### config.mk
export PLATFORM = sky130hd
export DESIGN_NAME = input_sleep_config_regs
export DESIGN_NICKNAME = d
export VERILOG_FILES = /design/src/rest_cfg_pkg.sv /design/src/input_sleep_config_regs.sv /design/src/pair_rest_decode.sv /design/src/slot_sequencer.sv
export SDC_FILE = /design/constraint.sdc
export NUM_CORES = 1
export LEC_CHECK = 0
export ABC_AREA = 1
export BUFFER_PORTS_ARGS = -buffer_cell sky130_fd_sc_hd__buf_2
export CAP_MARGIN = 10
export CORE_MARGIN = 1.5
export CORE_UTILIZATION = 35
export CTS_CLUSTER_SIZE = 10
export DETAILED_ROUTE_END_ITERATION = 10
export PLACE_DENSITY = 0.61
export REMOVE_ABC_BUFFERS = 1
export SYNTH_ARGS = -nofsm -noshare
export SYNTH_HDL_FRONTEND = slang
export SYNTH_HIERARCHICAL = 1
export SYNTH_SLANG_ARGS = --single-unit
### constraint.sdc
create_clock -name mclk -period 3.88 [get_ports mclk]
set_input_delay 0.776 -clock mclk [delete_from_list [all_inputs] [get_ports mclk]]
set_output_delay 0.776 -clock mclk [all_outputs]
set_load 0.02 [all_outputs]
### src/rest_cfg_pkg.sv
// Package with the register map, field layout, codes and types of the input rest configuration.
package rest_cfg_pkg;

    ////////////////////////////////////////////////////////////////////////////////
    // Register port geometry.
    ////////////////////////////////////////////////////////////////////////////////

    localparam int ADDR_W = 15;  // Width of the register address.
    localparam int DATA_W = 16;  // Width of every register.

    ////////////////////////////////////////////////////////////////////////////////
    // Register offsets.
    ////////////////////////////////////////////////////////////////////////////////

    localparam logic [ADDR_W-1:0] OPMODE_ADDR       = 15'h0010;  // Operating state and slot count.
    localparam logic [ADDR_W-1:0] INPUT_REST_ADDR   = 15'h0020;  // Input pair rest codes.
    localparam logic [ADDR_W-1:0] INPUT_PAIRING_ADDR = 15'h0021; // Pairing and bias rest codes.

    ////////////////////////////////////////////////////////////////////////////////
    // Field positions.
    ////////////////////////////////////////////////////////////////////////////////

    localparam int OP_STATE_BIT    = 0;   // Standby or running.
    localparam int SLOT_COUNT_LSB  = 8;   // Slot count field, four bits.
    localparam int PAIR_B_REST_LSB = 12;  // First pair rest code, four bits.
    localparam int PAIR_A_REST_LSB = 0;   // Second pair rest code, four bits.
    localparam int BIAS_TWO_LSB    = 6;   // Second bias rest code, two bits.
    localparam int BIAS_ONE_LSB    = 4;   // First bias rest code, two bits.
    localparam int PAIR_B_DIFF_BIT = 3;   // First pair differential bit.
    localparam int PAIR_A_DIFF_BIT = 0;   // Second pair differential bit.

    ////////////////////////////////////////////////////////////////////////////////
    // Reset values.
    ////////////////////////////////////////////////////////////////////////////////

    localparam logic       OP_STATE_RST   = 1'h0;  // Standby after reset.
    localparam logic [3:0] SLOT_COUNT_RST = 4'h0;  // Slot A only after reset.
    localparam logic [3:0] REST_CODE_RST  = 4'h0;  // Both inputs floating after reset.
    localparam logic [1:0] BIAS_CODE_RST  = 2'h0;  // Bias at supply after reset.
    localparam logic       DIFF_RST       = 1'h0;  // Single-ended after reset.

    ////////////////////////////////////////////////////////////////////////////////
    // Codes.
    ////////////////////////////////////////////////////////////////////////////////

    localparam logic [3:0] REST_FLOAT      = 4'h0;  // Both inputs float.
    localparam logic [3:0] REST_SHORT      = 4'h1;  // Floating short, differential only.
    localparam logic [3:0] REST_BOTH_ONE   = 4'h2;  // Both to first bias.
    localparam logic [3:0] REST_BOTH_TWO   = 4'h3;  // Both to second bias.
    localparam logic [3:0] REST_F1_SFLOAT  = 4'h4;  // First to bias one, second floats.
    localparam logic [3:0] REST_F1_S2      = 4'h5;  // First to bias one, second to bias two.
    localparam logic [3:0] REST_F2_SFLOAT  = 4'h6;  // First to bias two, second floats.
    localparam logic [3:0] REST_F2_S1      = 4'h7;  // First to bias two, second to bias one.
    localparam logic [3:0] REST_FFLOAT_S1  = 4'h8;  // First floats, second to bias one.
    localparam logic [3:0] REST_FFLOAT_S2  = 4'h9;  // First floats, second to bias two.

    localparam logic [1:0] BIAS_SUPPLY = 2'h0;  // Bias held at the analog supply rail.
    localparam logic [1:0] BIAS_GROUND = 2'h1;  // Bias held at ground.
    localparam logic [1:0] BIAS_FLOAT  = 2'h2;  // Bias left floating.

    localparam logic [3:0] SLOT_LAST_CODE = 4'hb;  // Highest slot count code, slots A to L.

    ////////////////////////////////////////////////////////////////////////////////
    // Timing.
    ////////////////////////////////////////////////////////////////////////////////

    localparam int CLK_PERIOD_NS    = 8;     // Period of mclk.
    localparam int SLOT_PERIOD_NS   = 1000;  // Length of one time slot.
    localparam int SLOT_TICK_CYCLES = (SLOT_PERIOD_NS + CLK_PERIOD_NS - 1) / CLK_PERIOD_NS;

    ////////////////////////////////////////////////////////////////////////////////
    // Types.
    ////////////////////////////////////////////////////////////////////////////////

    // Switch controls of one input pair during rest.
    typedef struct packed {
        logic first_to_one;   // First input tied to bias output one.
        logic first_to_two;   // First input tied to bias output two.
        logic second_to_one;  // Second input tied to bias output one.
        logic second_to_two;  // Second input tied to bias output two.
        logic short_pair;     // Both inputs shorted together.
    } pair_switch_s;

    // Drive of one bias output during rest; neither bit set means floating.
    typedef struct packed {
        logic to_supply;  // Tied to the analog supply rail.
        logic to_ground;  // Tied to ground.
    } bias_drive_s;

    // Decode a bias rest code; unknown codes float.
    function automatic bias_drive_s bias_decode(input logic [1:0] code);
        bias_drive_s d;
        d.to_supply = (code == BIAS_SUPPLY);
        d.to_ground = (code == BIAS_GROUND);
        return d;
    endfunction : bias_decode

endpackage : rest_cfg_pkg

### src/input_sleep_config_regs.sv
// Configuration registers for operating state, input rest states, bias rest states and pairing.
module input_sleep_config_regs
    import rest_cfg_pkg::*;
#(
    parameter int TICK_CYCLES = SLOT_TICK_CYCLES
) (
    input  wire logic                         mclk,
    input  wire logic                         rst_n,
    input  wire logic                         reg_wr,
    input  wire logic                         reg_rd,
    input  wire logic [rest_cfg_pkg::ADDR_W-1:0] reg_addr,
    input  wire logic [rest_cfg_pkg::DATA_W-1:0] reg_wdata,
    output      logic [rest_cfg_pkg::DATA_W-1:0] reg_rdata,
    output      logic                         reg_rvalid,
    output      logic                         running,
    output      logic [3:0]                   active_slot,
    output      logic                         slot_start,
    output      rest_cfg_pkg::pair_switch_s   pair_a_switch,
    output      rest_cfg_pkg::pair_switch_s   pair_b_switch,
    output      rest_cfg_pkg::bias_drive_s    bias_one_drive,
    output      rest_cfg_pkg::bias_drive_s    bias_two_drive
);

    ////////////////////////////////////////////////////////////////////////////////
    // Stored fields.
    ////////////////////////////////////////////////////////////////////////////////

    logic       operating_state_select_reg;  // 0 standby, 1 running.
    logic [3:0] slot_count_select_reg;       // Number of slots minus one.
    logic [3:0] pair_b_rest_code_reg;        // First pair rest code.
    logic [3:0] pair_a_rest_code_reg;        // Second pair rest code.
    logic [1:0] bias_two_rest_code_reg;      // Second bias rest code.
    logic [1:0] bias_one_rest_code_reg;      // First bias rest code.
    logic       pair_b_differential_reg;     // First pair differential.
    logic       pair_a_differential_reg;     // Second pair differential.

    logic [3:0]   last_slot;     // Clamped last slot index.
    pair_switch_s pair_a_next;   // Decoded second pair switches.
    pair_switch_s pair_b_next;   // Decoded first pair switches.
    logic [DATA_W-1:0] rdata_next;  // Read value before the output flop.

    ////////////////////////////////////////////////////////////////////////////////
    // Register writes.
    ////////////////////////////////////////////////////////////////////////////////

    // Operating state and slot count; reserved bits are not stored.
    always_ff @(posedge mclk or negedge rst_n) begin
        if (!rst_n) begin
            operating_state_select_reg <= OP_STATE_RST;
            slot_count_select_reg      <= SLOT_COUNT_RST;
        end else if (reg_wr && reg_addr == OPMODE_ADDR) begin
            operating_state_select_reg <= reg_wdata[OP_STATE_BIT];
            slot_count_select_reg      <= reg_wdata[SLOT_COUNT_LSB +: 4];
        end
    end

    // Input pair rest codes; the middle byte is reserved and dropped.
    always_ff @(posedge mclk or negedge rst_n) begin
        if (!rst_n) begin
            pair_b_rest_code_reg <= REST_CODE_RST;
            pair_a_rest_code_reg <= REST_CODE_RST;
        end else if (reg_wr && reg_addr == INPUT_REST_ADDR) begin
            pair_b_rest_code_reg <= reg_wdata[PAIR_B_REST_LSB +: 4];
            pair_a_rest_code_reg <= reg_wdata[PAIR_A_REST_LSB +: 4];
        end
    end

    // Bias rest codes and pairing bits; reserved bits are dropped.
    always_ff @(posedge mclk or negedge rst_n) begin
        if (!rst_n) begin
            bias_two_rest_code_reg  <= BIAS_CODE_RST;
            bias_one_rest_code_reg  <= BIAS_CODE_RST;
            pair_b_differential_reg <= DIFF_RST;
            pair_a_differential_reg <= DIFF_RST;
        end else if (reg_wr && reg_addr == INPUT_PAIRING_ADDR) begin
            bias_two_rest_code_reg  <= reg_wdata[BIAS_TWO_LSB +: 2];
            bias_one_rest_code_reg  <= reg_wdata[BIAS_ONE_LSB +: 2];
            pair_b_differential_reg <= reg_wdata[PAIR_B_DIFF_BIT];
            pair_a_differential_reg <= reg_wdata[PAIR_A_DIFF_BIT];
        end
    end

    ////////////////////////////////////////////////////////////////////////////////
    // Register reads.
    ////////////////////////////////////////////////////////////////////////////////

    // Read mux; reserved bits and unmapped addresses read as zero.
    always_comb begin
        rdata_next = '0;
        unique case (reg_addr)
            OPMODE_ADDR: begin
                rdata_next[OP_STATE_BIT]        = operating_state_select_reg;
                rdata_next[SLOT_COUNT_LSB +: 4] = slot_count_select_reg;
            end
            INPUT_REST_ADDR: begin
                rdata_next[PAIR_B_REST_LSB +: 4] = pair_b_rest_code_reg;
                rdata_next[PAIR_A_REST_LSB +: 4] = pair_a_rest_code_reg;
            end
            INPUT_PAIRING_ADDR: begin
                rdata_next[BIAS_TWO_LSB +: 2]  = bias_two_rest_code_reg;
                rdata_next[BIAS_ONE_LSB +: 2]  = bias_one_rest_code_reg;
                rdata_next[PAIR_B_DIFF_BIT]    = pair_b_differential_reg;
                rdata_next[PAIR_A_DIFF_BIT]    = pair_a_differential_reg;
            end
            default: begin
                rdata_next = '0;
            end
        endcase
    end

    // Read data is captured on the read strobe and held until the next read.
    always_ff @(posedge mclk or negedge rst_n) begin
        if (!rst_n) begin
            reg_rdata  <= '0;
            reg_rvalid <= 1'b0;
        end else begin
            reg_rvalid <= reg_rd;
            if (reg_rd) begin
                reg_rdata <= rdata_next;
            end
        end
    end

    ////////////////////////////////////////////////////////////////////////////////
    // Rest state decode.
    ////////////////////////////////////////////////////////////////////////////////

    // First pair, built on the seventh and eighth inputs.
    pair_rest_decode u_pair_b_decode (
        .code         (pair_b_rest_code_reg),
        .differential (pair_b_differential_reg),
        .sw           (pair_b_next)
    );

    // Second pair, built on the first and second inputs.
    pair_rest_decode u_pair_a_decode (
        .code         (pair_a_rest_code_reg),
        .differential (pair_a_differential_reg),
        .sw           (pair_a_next)
    );

    // Rest switches act only in standby; while running the slot engine owns the inputs.
    always_ff @(posedge mclk or negedge rst_n) begin
        if (!rst_n) begin
            pair_a_switch <= '0;
            pair_b_switch <= '0;
        end else if (operating_state_select_reg) begin
            pair_a_switch <= '0;
            pair_b_switch <= '0;
        end else begin
            pair_a_switch <= pair_a_next;
            pair_b_switch <= pair_b_next;
        end
    end

    // Bias outputs follow their rest codes in standby and are released while running.
    always_ff @(posedge mclk or negedge rst_n) begin
        if (!rst_n) begin
            bias_one_drive <= '0;
            bias_two_drive <= '0;
        end else if (operating_state_select_reg) begin
            bias_one_drive <= '0;
            bias_two_drive <= '0;
        end else begin
            bias_one_drive <= bias_decode(bias_one_rest_code_reg);
            bias_two_drive <= bias_decode(bias_two_rest_code_reg);
        end
    end

    ////////////////////////////////////////////////////////////////////////////////
    // Operating state and slot sequencing.
    ////////////////////////////////////////////////////////////////////////////////

    // Slot count codes above eleven are clamped to all twelve slots.
    assign last_slot = (slot_count_select_reg > SLOT_LAST_CODE) ? SLOT_LAST_CODE
                                                                 : slot_count_select_reg;

    // Running flag mirrors the operating state bit.
    always_ff @(posedge mclk or negedge rst_n) begin
        if (!rst_n) begin
            running <= 1'b0;
        end else begin
            running <= operating_state_select_reg;
        end
    end

    // Slots repeat continuously while running.
    slot_sequencer #(
        .TICK_CYCLES (TICK_CYCLES)
    ) u_slot_sequencer (
        .mclk        (mclk),
        .rst_n       (rst_n),
        .run         (operating_state_select_reg),
        .last_slot   (last_slot),
        .active_slot (active_slot),
        .slot_start  (slot_start)
    );

endmodule : input_sleep_config_regs

### src/pair_rest_decode.sv
// Decoder from a four-bit rest code to the switch controls of one input pair.
module pair_rest_decode
    import rest_cfg_pkg::*;
(
    input  wire logic [3:0]                code,
    input  wire logic                      differential,
    output      rest_cfg_pkg::pair_switch_s sw
);

    ////////////////////////////////////////////////////////////////////////////////
    // Code table; codes above nine leave both inputs floating.
    ////////////////////////////////////////////////////////////////////////////////

    always_comb begin
        sw = '0;
        unique case (code)
            REST_FLOAT: begin
                sw = '0;
            end
            REST_SHORT: begin
                sw.short_pair = differential;
            end
            REST_BOTH_ONE: begin
                sw.first_to_one  = 1'b1;
                sw.second_to_one = 1'b1;
                sw.short_pair    = differential;
            end
            REST_BOTH_TWO: begin
                sw.first_to_two  = 1'b1;
                sw.second_to_two = 1'b1;
                sw.short_pair    = differential;
            end
            REST_F1_SFLOAT: begin
                sw.first_to_one = 1'b1;
            end
            REST_F1_S2: begin
                sw.first_to_one  = 1'b1;
                sw.second_to_two = 1'b1;
            end
            REST_F2_SFLOAT: begin
                sw.first_to_two = 1'b1;
            end
            REST_F2_S1: begin
                sw.first_to_two  = 1'b1;
                sw.second_to_one = 1'b1;
            end
            REST_FFLOAT_S1: begin
                sw.second_to_one = 1'b1;
            end
            REST_FFLOAT_S2: begin
                sw.second_to_two = 1'b1;
            end
            default: begin
                sw = '0;
            end
        endcase
    end

endmodule : pair_rest_decode

### src/slot_sequencer.sv
// Time slot sequencer that steps through the enabled slots while running.
module slot_sequencer
    import rest_cfg_pkg::*;
#(
    parameter int TICK_CYCLES = SLOT_TICK_CYCLES
) (
    input  wire logic       mclk,
    input  wire logic       rst_n,
    input  wire logic       run,
    input  wire logic [3:0] last_slot,
    output      logic [3:0] active_slot,
    output      logic       slot_start
);

    localparam int TW = $clog2(TICK_CYCLES + 1);

    logic [TW-1:0] tick_reg;  // Divider that marks slot boundaries.
    logic          tick;      // One-cycle enable at each slot boundary.

    assign tick = (tick_reg == TW'(TICK_CYCLES - 1));

    // Divider runs only while running and restarts from zero on standby.
    always_ff @(posedge mclk or negedge rst_n) begin
        if (!rst_n) begin
            tick_reg <= '0;
        end else if (!run || tick) begin
            tick_reg <= '0;
        end else begin
            tick_reg <= tick_reg + TW'(1);
        end
    end

    // Slot index wraps after the last enabled slot, so the sequence repeats.
    always_ff @(posedge mclk or negedge rst_n) begin
        if (!rst_n) begin
            active_slot <= 4'h0;
            slot_start  <= 1'b0;
        end else if (!run) begin
            active_slot <= 4'h0;
            slot_start  <= 1'b0;
        end else begin
            slot_start <= tick;
            if (tick) begin
                active_slot <= (active_slot >= last_slot) ? 4'h0 : active_slot + 4'h1;
            end
        end
    end

endmodule : slot_sequencer

==> results of run 1 <==
==> final cells by class <==
type,count,area [µm²],share of cell area (%)
Multi-Input combinational cell,246,1300,33.8
Tap cell,108,135,3.52
Inverter,55,206,5.38
Timing Repair Buffer,73,370,9.65
Clock inverter,6,115,3.00
Sequential cell,63,1580,41.1
Clock buffer,10,138,3.59
==> path summary, 6_finish.rpt <==
kind,to
hold reg to reg,bias_two_drive[1]
min in group mclk,bias_two_drive[1]
setup reg to reg,u_slot_sequencer/active_slot[2]
hold / removal,slot_count_select_reg[2]
max in group asynchronous,reg_rdata[0]
setup / recovery,active_slot[2]
==> power by group through the flow <==
stage	Clock [mW]	Sequential [mW]	Combinational (mW)
final	0.716	0.659	0.0546
after floorplan	0	0.673	0.0156
after detailed placement	0	0.671	0.0566
after global routing	0.765	0.659	0.0631
after CTS	0.731	0.659	0.0566
after global placement	0	0.672	0.0556
==> cells by family after synthesis <==
logic type / Yosys count / synth area share, %
adders and majority gates: 7 / 2.81
buffers and inverters: 62 / 7.83
DFF: 63 / 50.6
xor gates and xnor gates: 1 / 0.281
AOI/OAI and AO/OA: 42 / 8.03
and+or+nand+nor: 196 / 30.5
==> cells in the final DEF (no fill, tap or decap), types with 7 or more instances in the layout <==
master	count
o21ai_1	19
dfrtp_1	63
buf_2	71
nand2_1	97
o21ai_2	8
nor2_1	39
ha_1	7
nand2_2	7
inv_1	54
nand3_1	24
nor2_2	9
clkbuf_8	10
o21ai_0	9
==> stage by stage <==
stage | area, µm² | power [mW] | utilization [%]
floorplan | 3080 | 0.689 | -
detailed placement | 3580 | 0.728 | 41.3
global placement | 3580 | 0.727 | 41.3
global route | 3840 | 1.49 | 44.2
CTS | 3840 | 1.45 | 44.2
finish | 3840 | 1.43 | 44.2
==> layer usage <==
metal / part of all wire, % / global-route usage (%)
met1: 46 / 18.5
met2: 47 / 23.7
met3: 5.8 / 4.10
met4: 1.2 / 5.93
met5: 0 / 0
==> results.json, run 1 <==
{
  "status": "finished clean",
  "synthDominantCellAreaShare_pct": 50.6,
  "avgSynthCellArea_um2": 8.40,
  "syn_area_um2": 3120,
  "criticalPathCategory": "register to output pin",
  "worst_hold_path_type": "input pin to async pin",
  "ys.warnings.count": 6,
  "insertion_delay_ps": 340,
  "crit_start": "u_slot_sequencer/active_slot[2]",
  "grt_usage_pct": 14.7,
  "largest_register_ffs": 16,
  "post_layout_nonfiller_instances": 561,
  "synth_edf_count": 0,
  "htree_levels": 3,
  "numPortBuffers": 71,
  "drtPass1Iterations": 4,
  "route.detailed.drc": 0,
  "grt_start_max_net_pins": 30,
  "finalMaxSlewViolations": 0,
  "async_flop_share_pct": 100,
  "setup_viol": 0,
  "yosysMostFrequentCell": "nand2_1",
  "reg2reg_from": "slot_count_select_reg[3]",
  "fin_nets": 490,
  "clkSinkCount": 63,
  "grt_pass1_wl_mm": 11.1,
  "gp_congestion": 0.782,
  "r2r_cells": 9,
  "ant_nets": 0,
  "viasPerCell": 4.61,
  "dieArea_um2": 9480,
  "arrival_ps": 1020,
  "swShare_pct": 21.4,
  "io_pins": 72,
  "fin_crit_ps": 1800,
  "drive_above_1_share_pct": 27.8,
  "wl_mm": 6.43,
  "rrSetupSlack_ps": 2350,
  "clockPowerShare_pct": 50.1,
  "num_antenna_cells": 0,
  "synth_common_cells": "nand2_1 (97), dfrtp_1 (63), inv_1 (54)",
  "dp_slack_ps": 1880,
  "skew_ps": 10.2,
  "timing.fmax_mhz": 557,
  "max_slew_margin_pct": 34.2,
  "fillers": 883,
  "cts_buffers": 9,
  "antenna_found_initial": 0,
  "cp_max_fo": 7,
  "wl_per_cell_um": 11.5,
  "seq_area_frac_synth_pct": 50.6,
  "clk_pin_slew_ps": 80,
  "rsz0062_at_grt": "false",
  "leakage_nw": 2.13,
  "place_inst": 545,
  "crit_family": "flip-flops",
  "synth.largest_area_cell": "dfrtp_1",
  "maxCapViolations": 0,
  "coreArea_um2": 8680,
  "initial_core_util_pct": 35.9,
  "cts_tree": "yes",
  "whs_ps": 353,
  "crit_path_start_kind": "register",
  "hold_buffers": 0,
  "die_h_um": 97.4,
  "critPathCaptureType": "output pin",
  "drt_iter0_markers": 126,
  "cp_cell_sequence": "buf_2",
  "root_buffer": "clkbuf_8",
  "powerDensity_nw_per_um2": 373,
  "post-route-period-util_pct": 46.3,
  "seqPwrFrac_pct": 46.1,
  "p_int_mw": 1.12,
  "die_w_um": 97.4,
  "overflow": 0,
  "synth_ff_type": "dfrtp_1",
  "crit_required_ps": 3100,
  "finalWorstSetupSlack_ps": 2080,
  "hpwl_mm": 4.81,
  "setup_tns_ps": 0,
  "crit_slowest_cell": "dfrtp_1",
  "grt_pass1_vias": 2457,
  "cp.depth": 1,
  "post_cts_resized": 0,
  "power.switching_uw": 306,
  "tightest_slew_ps": 987,
  "vdd_ir_drop_max_v": 0.000172,
  "post_cts_buffers": 0,
  "synthTopCellsByArea": "dfrtp_1 (51%), nand2_1 (12%), inv_1 (6.5%)",
  "dr_total_vias": 2586,
  "area_delta_synth_final_pct": 23.1,
  "power_frac_comb_pct": 3.8,
  "path_buf_inv": 1,
  "syn_inst": 371,
  "clk_path_buf_depth": 2,
  "max_stage_delay_ps": 470,
  "synth_seq_cells": 63,
  "core.rowCount": 34,
  "hold_viol": 0,
  "yosysUniqueCellTypes": 26
}
(Power assumes the default switching activity.)
==> run 2: changes to the inputs <==
Settings changed: ABC_AREA 1 to 0, PLACE_DENSITY 0.61 to 0.64.
Clock period 3.88 ns to 1.5 ns, I/O delays scaled along.
==> run 2 against run 1 <==
Effect of this change:
- the flow now finishes with violations (setup timing)
- final cell count down 20%
- power up 120%
- die area down 9.1%
- count of clock-buffer cells in the layout up 3
- critical endpoint is now u_slot_sequencer/active_slot[2]
- largest power group is now registers
- highest routed layer unchanged
==> results.json, run 2 <==
{
  "status": "finished, violations left",
  "violations": "setup timing",
  "crit_path_start_kind": "register",
  "final_cell_mix": "buf_2 (71), dfrtp_1 (63), buf_4 (29), mux2_2 (17), a22o_1 (15)",
  "async_flop_share_pct": 100,
  "setup_tns_ps": -953,
  "largest_register_ffs": 16,
  "skew_ps": 6.95,
  "timing.fmax_mhz": 573,
  "placed_area_um2": 3560,
  "num_antenna_cells": 0,
  "drtPass1Iterations": 4,
  "drive_above_1_share_pct": 43.7,
  "finalPower_mw": 3.17,
  "syn_area_um2": 2820,
  "seq_area_frac_synth_pct": 55.8,
  "synth_seq_cells": 63,
  "cts_buffers": 9,
  "p_int_mw": 2.45,
  "cts_tree": "yes",
  "io_pins": 72,
  "worst_hold_path_type": "input pin to register",
  "clkSinkCount": 63,
  "swShare_pct": 22.7,
  "drt_iter0_markers": 82,
  "clk_path_buf_depth": 2,
  "ant_nets": 0,
  "powerDensity_nw_per_um2": 834,
  "finish.utilization_pct": 49.0,
  "leakage_nw": 1.90,
  "dp_slack_ps": -356,
  "die_w_um": 92.8,
  "root_buffer": "clkbuf_8",
  "clk_pin_slew_ps": 70,
  "insertion_delay_ps": 340,
  "finalMaxSlewViolations": 0,
  "criticalPathCategory": "register to register",
  "cp_max_fo": 4,
  "grt_pass1_vias": 2203,
  "avgSynthCellArea_um2": 12.2,
  "area_delta_synth_final_pct": 34.7,
  "synth.largest_area_cell": "dfrtp_1",
  "whs_ps": 139,
  "max_slew_margin_pct": 73.1,
  "post_layout_nonfiller_instances": 450,
  "setup_viol": 4,
  "synth_ff_type": "dfrtp_1",
  "critPathCaptureType": "register",
  "wl_per_cell_um": 14.5,
  "viasPerCell": 4.91,
  "layout_commonest_cell": "buf_2",
  "dr_total_vias": 2209,
  "clockPowerShare_pct": 41.5,
  "synthTopCellsByArea": "dfrtp_1 (56%), mux2_2 (6.8%), a22o_1 (4.7%)",
  "post-route-period-util_pct": 116,
  "yosysMostFrequentCell": "dfrtp_1",
  "ys.warnings.count": 6,
  "antenna_found_initial": 0,
  "wl_mm": 6.51,
  "power.switching_uw": 720,
  "gp_congestion": 0.837,
  "hpwl_mm": 4.73,
  "htree_levels": 3,
  "route.detailed.drc": 0,
  "finalWorstSetupSlack_ps": -245,
  "fin_nets": 385,
  "synth_common_cells": "dfrtp_1 (63), mux2_2 (17), a22o_1 (15)",
  "hold_viol": 0,
  "rsz0062_at_grt": "true",
  "grt_pass1_wl_mm": 10.6,
  "synth_edf_count": 0,
  "die_h_um": 92.8,
  "coreArea_um2": 7770,
  "numPortBuffers": 71,
  "overflow": 0,
  "crit_required_ps": 1760,
  "place_inst": 433,
  "vdd_ir_drop_max_v": 0.000379,
  "initial_core_util_pct": 36.4,
  "synthDominantCellAreaShare_pct": 55.8,
  "seqPwrFrac_pct": 53.8,
  "fin_crit_ps": 1740,
  "power_frac_comb_pct": 4.7,
  "tightest_slew_ps": 397,
  "arrival_ps": 2010,
  "yosysUniqueCellTypes": 44,
  "grt_usage_pct": 16.3,
  "core.rowCount": 32,
  "post_cts_buffers": 0,
  "syn_inst": 231,
  "final_area_um2": 3800,
  "grt_start_max_net_pins": 64,
  "maxCapViolations": 0,
  "dieArea_um2": 8620
}
run 2: critical path, cell delays in order (launching register included):
cell and delay, ps:
dfrtp_1 390, buf_6 130, a21o_1 180, inv_2 60, ha_4 200, a2111oi_4 440, o22ai_1 130, a21boi_1 140
run 2: cell families after synthesis:
| group | share of synthesized area, % |
|---|---|
| AO/OA/AOI/OAI | 11.2 |
| buffers and inverters | 2.04 |
| flip-flops | 55.8 |
| adder cells (fa/ha/maj) | 3.10 |
| XOR/XNOR | 1.86 |
| multiplexers | 7.58 |
| AND/OR/NAND/NOR | 18.4 |
run 2: power groups by stage:
stage / clock network (mW) / logic (mW) / registers [mW]
floorplan: 0 / 0.0197 / 1.74
detailed placement: 0 / 0.145 / 1.74
global placement: 0 / 0.141 / 1.74
global route: 1.45 / 0.168 / 1.70
finish: 1.32 / 0.149 / 1.70
CTS: 1.37 / 0.147 / 1.70
run 2: repair_timing:
item                       4_1_cts  5_1_grt
hold endpoints to repair        63        0
setup endpoints to repair        4       22
hold buffers                     1        0
pin swaps                        8        0
gates resized for setup          5        5
run 2: layout make-up:
| type | instances | area [µm²] |
|---|---|---|
| repair buffers | 105 | 646 |
| well taps | 102 | 128 |
| clock inverters | 3 | 17.5 |
| flip-flops and latches | 63 | 1580 |
| clock buffers | 13 | 159 |
| multi-input cells | 153 | 1240 |
| fillers | 731 | 3960 |
| inverters | 11 | 41.3 |
run 2: layer usage:
layer | share of wire [%] | GRT usage [%] | wire length [µm] | vias up
li1 | - | - | - | 1061
met1 | 46 | 21.6 | 3020 | 1075
met2 | 47 | 24.9 | 3040 | 63
met3 | 5.3 | 4.43 | 345 | 10
met4 | 1.7 | 7.45 | 111 | 0
met5 | 0 | 0 | 0 | -
run 2: path summary, 6_finish.rpt:
kind / from / to / slack, ps / cells past startpoint
worst max-delay path: slot_count_select_reg[3] / u_slot_sequencer/active_slot[2] / -240 / 7
worst min-delay path: reg_rd / reg_rvalid / 140 / 1
worst max register to register: slot_count_select_reg[3] / u_slot_sequencer/active_slot[2] / -240 / 7
worst min register to register: bias_two_rest_code_reg[0] / bias_two_drive[1] / 470 / 1
max in group asynchronous: rst_n / pair_b_switch[3] / 720 / 3
min in group asynchronous: rst_n / u_slot_sequencer/active_slot[1] / 500 / 3
==> run 3: changes to the inputs <==
--- a/config.mk
+++ b/config.mk
@@ -10,2 +10,4 @@
 export CAP_MARGIN = 10
+export CELL_PAD_IN_SITES_DETAIL_PLACEMENT = 0
+export CELL_PAD_IN_SITES_GLOBAL_PLACEMENT = 1
 export CORE_MARGIN = 1.5
@@ -14,3 +16,3 @@
 export DETAILED_ROUTE_END_ITERATION = 10
-export PLACE_DENSITY = 0.64
+export PLACE_DENSITY = 0.76
 export REMOVE_ABC_BUFFERS = 1
==> constraint.sdc (replaced) <==
create_clock -name mclk -period 1.5 [get_ports mclk]
set_input_delay 0.225 -clock mclk [delete_from_list [all_inputs] [get_ports mclk]]
set_output_delay 0.225 -clock mclk [all_outputs]
set_load 0.02 [all_outputs]
==> run 3 against run 2 <==
Effect of this change:
- the run still ends with setup timing left
- via count shrank 0.45%
- worst setup slack lost 14 ps
- global-route usage increased by 0.093 points
- highest routed layer unchanged
- largest cell class unchanged
==> results.json, run 3 (synthesis results as in run 2) <==
{
  "wl_mm": 6.46,
  "grt_pass1_wl_mm": 10.9,
  "drtPass1Iterations": 4,
  "tightest_slew_ps": 553,
  "fin_nets": 385,
  "setup_viol": 4,
  "finish.utilization_pct": 48.3,
  "crit_path_start_kind": "register",
  "antenna_found_initial": 0,
  "post-route-period-util_pct": 117,
  "ant_nets": 0,
  "final_area_um2": 3750,
  "route.detailed.drc": 0,
  "clkSinkCount": 63,
  "core.rowCount": 32,
  "initial_core_util_pct": 36.4,
  "max_slew_margin_pct": 63.1,
  "crit_slowest_cell": "a2111oi_4",
  "drive_above_1_share_pct": 42.6,
  "status": "finished, violations left",
  "placed_area_um2": 3550,
  "grt_start_max_net_pins": 64,
  "maxCapViolations": 0,
  "dr_total_vias": 2199,
  "die_h_um": 92.8,
  "insertion_delay_ps": 340,
  "largest_register_ffs": 16,
  "cts_buffers": 9,
  "multi_input_area_um2": 1210,
  "num_antenna_cells": 0,
  "setup_tns_ps": -966,
  "max_stage_delay_ps": 430,
  "hold_viol": 0,
  "root_buffer": "clkbuf_8",
  "htree_levels": 3,
  "grt_usage_pct": 16.4,
  "cp_cell_sequence": "buf_6 -> a21o_1 -> inv_2 -> ha_4 -> a2111oi_4 -> o22ai_1 -> a21boi_1",
  "register_area_um2": 1580,
  "gp_congestion": 0.806,
  "violations": "setup timing",
  "final_cell_mix": "buf_2 (71), dfrtp_1 (63), buf_4 (29), mux2_2 (17), a22o_1 (15)",
  "crit_required_ps": 1770,
  "numPortBuffers": 71,
  "viasPerCell": 4.92,
  "finalPower_mw": 3.05,
  "leakage_nw": 1.89,
  "finalMaxSlewViolations": 0,
  "coreArea_um2": 7770,
  "overflow": 0,
  "dieArea_um2": 8620,
  "area_delta_synth_final_pct": 33.0,
  "layout_commonest_cell": "buf_2",
  "skew_ps": 3.87,
  "clk_path_buf_depth": 2,
  "vdd_ir_drop_max_v": 0.000394,
  "timing.fmax_mhz": 569,
  "clk_pin_slew_ps": 60,
  "cp_max_fo": 4,
  "die_w_um": 92.8,
  "io_pins": 72,
  "criticalPathCategory": "register to register",
  "arrival_ps": 2030,
  "grt_pass1_vias": 2203,
  "worst_hold_path_type": "input pin to register",
  "finalWorstSetupSlack_ps": -259,
  "drt_iter0_markers": 131,
  "wl_per_cell_um": 14.5,
  "rsz0062_at_grt": "true",
  "powerDensity_nw_per_um2": 814,
  "critPathCaptureType": "register",
  "fin_crit_ps": 1760,
  "hpwl_mm": 4.47,
  "cts_tree": "yes",
  "fillers": 733
}
run 3: changes by cell type in the layout (fill, tap and decap cells not counted), sizes merged:
cell and change:
clkbuf -2, clkinvlp -1
run 3: final cells by class:
class / instances / area share (%)
flip-flops and latches: 63 / 42.0
multi-input cells: 153 / 32.3
repair buffers: 105 / 17.2
clock buffers: 11 / 3.77
well taps: 102 / 3.40
inverters: 11 / 1.10
clock inverters: 2 / 0.267
run 3: routing by layer:
metal	part of all wire, %	vias to the layer above	GRT usage, %	wire length (µm)
li1	-	1059	-	-
met1	47	1069	22.5	3050
met2	47	60	24.6	3010
met3	4.2	11	3.20	274
met4	1.9	0	8.59	123
met5	0	-	0	0
run 3: timing repair:
item	in CTS	in global routing
cloned	0	0
hold buffers	1	0
setup endpoints to repair	4	5
setup buffers	2	0
hold endpoints to repair	63	0
resized for setup	5	1
pin swaps	10	4
run 3: path summary, 6_finish.rpt:
path                                                 from                         endpoint  slack [ps]  depth (start not counted)
worst max-delay path             slot_count_select_reg[2]  u_slot_sequencer/active_slot[2]        -260                          7
worst min-delay path                               reg_rd                       reg_rvalid          80                          1
worst max register to register   slot_count_select_reg[2]  u_slot_sequencer/active_slot[2]        -260                          7
worst min register to register  bias_two_rest_code_reg[0]                bias_two_drive[1]         470                          1
max in group asynchronous                           rst_n                 pair_a_switch[3]         800                          3
min in group asynchronous                           rst_n  u_slot_sequencer/active_slot[0]         420                          3
run 3: where the power goes:
group          total (mW)  internal (mW)  switching [mW]
sequential           1.71           1.70         0.00223
clock                1.21          0.611           0.599
combinational       0.139         0.0581          0.0809
run 3: stage by stage:
stage | hold slack [ps] | setup slack (ps) | instances
6_report | 83.8 | -259 | 447
2_1_floorplan | -70.6 | -233 | 227
3_5_place_dp | 262 | -300 | 431
5_1_grt | 73.1 | -396 | 447
3_3_place_gp | 260 | -228 | 431
4_1_cts | 70.9 | -232 | 447
run 3: worst max-delay path: cells and delay by family (launching register included):
family / cells / cell delay, ps
adders and majority gates: 1 / 200
AOI/OAI and AO/OA: 4 / 910
buffers and inverters: 2 / 190
DFF: 1 / 380
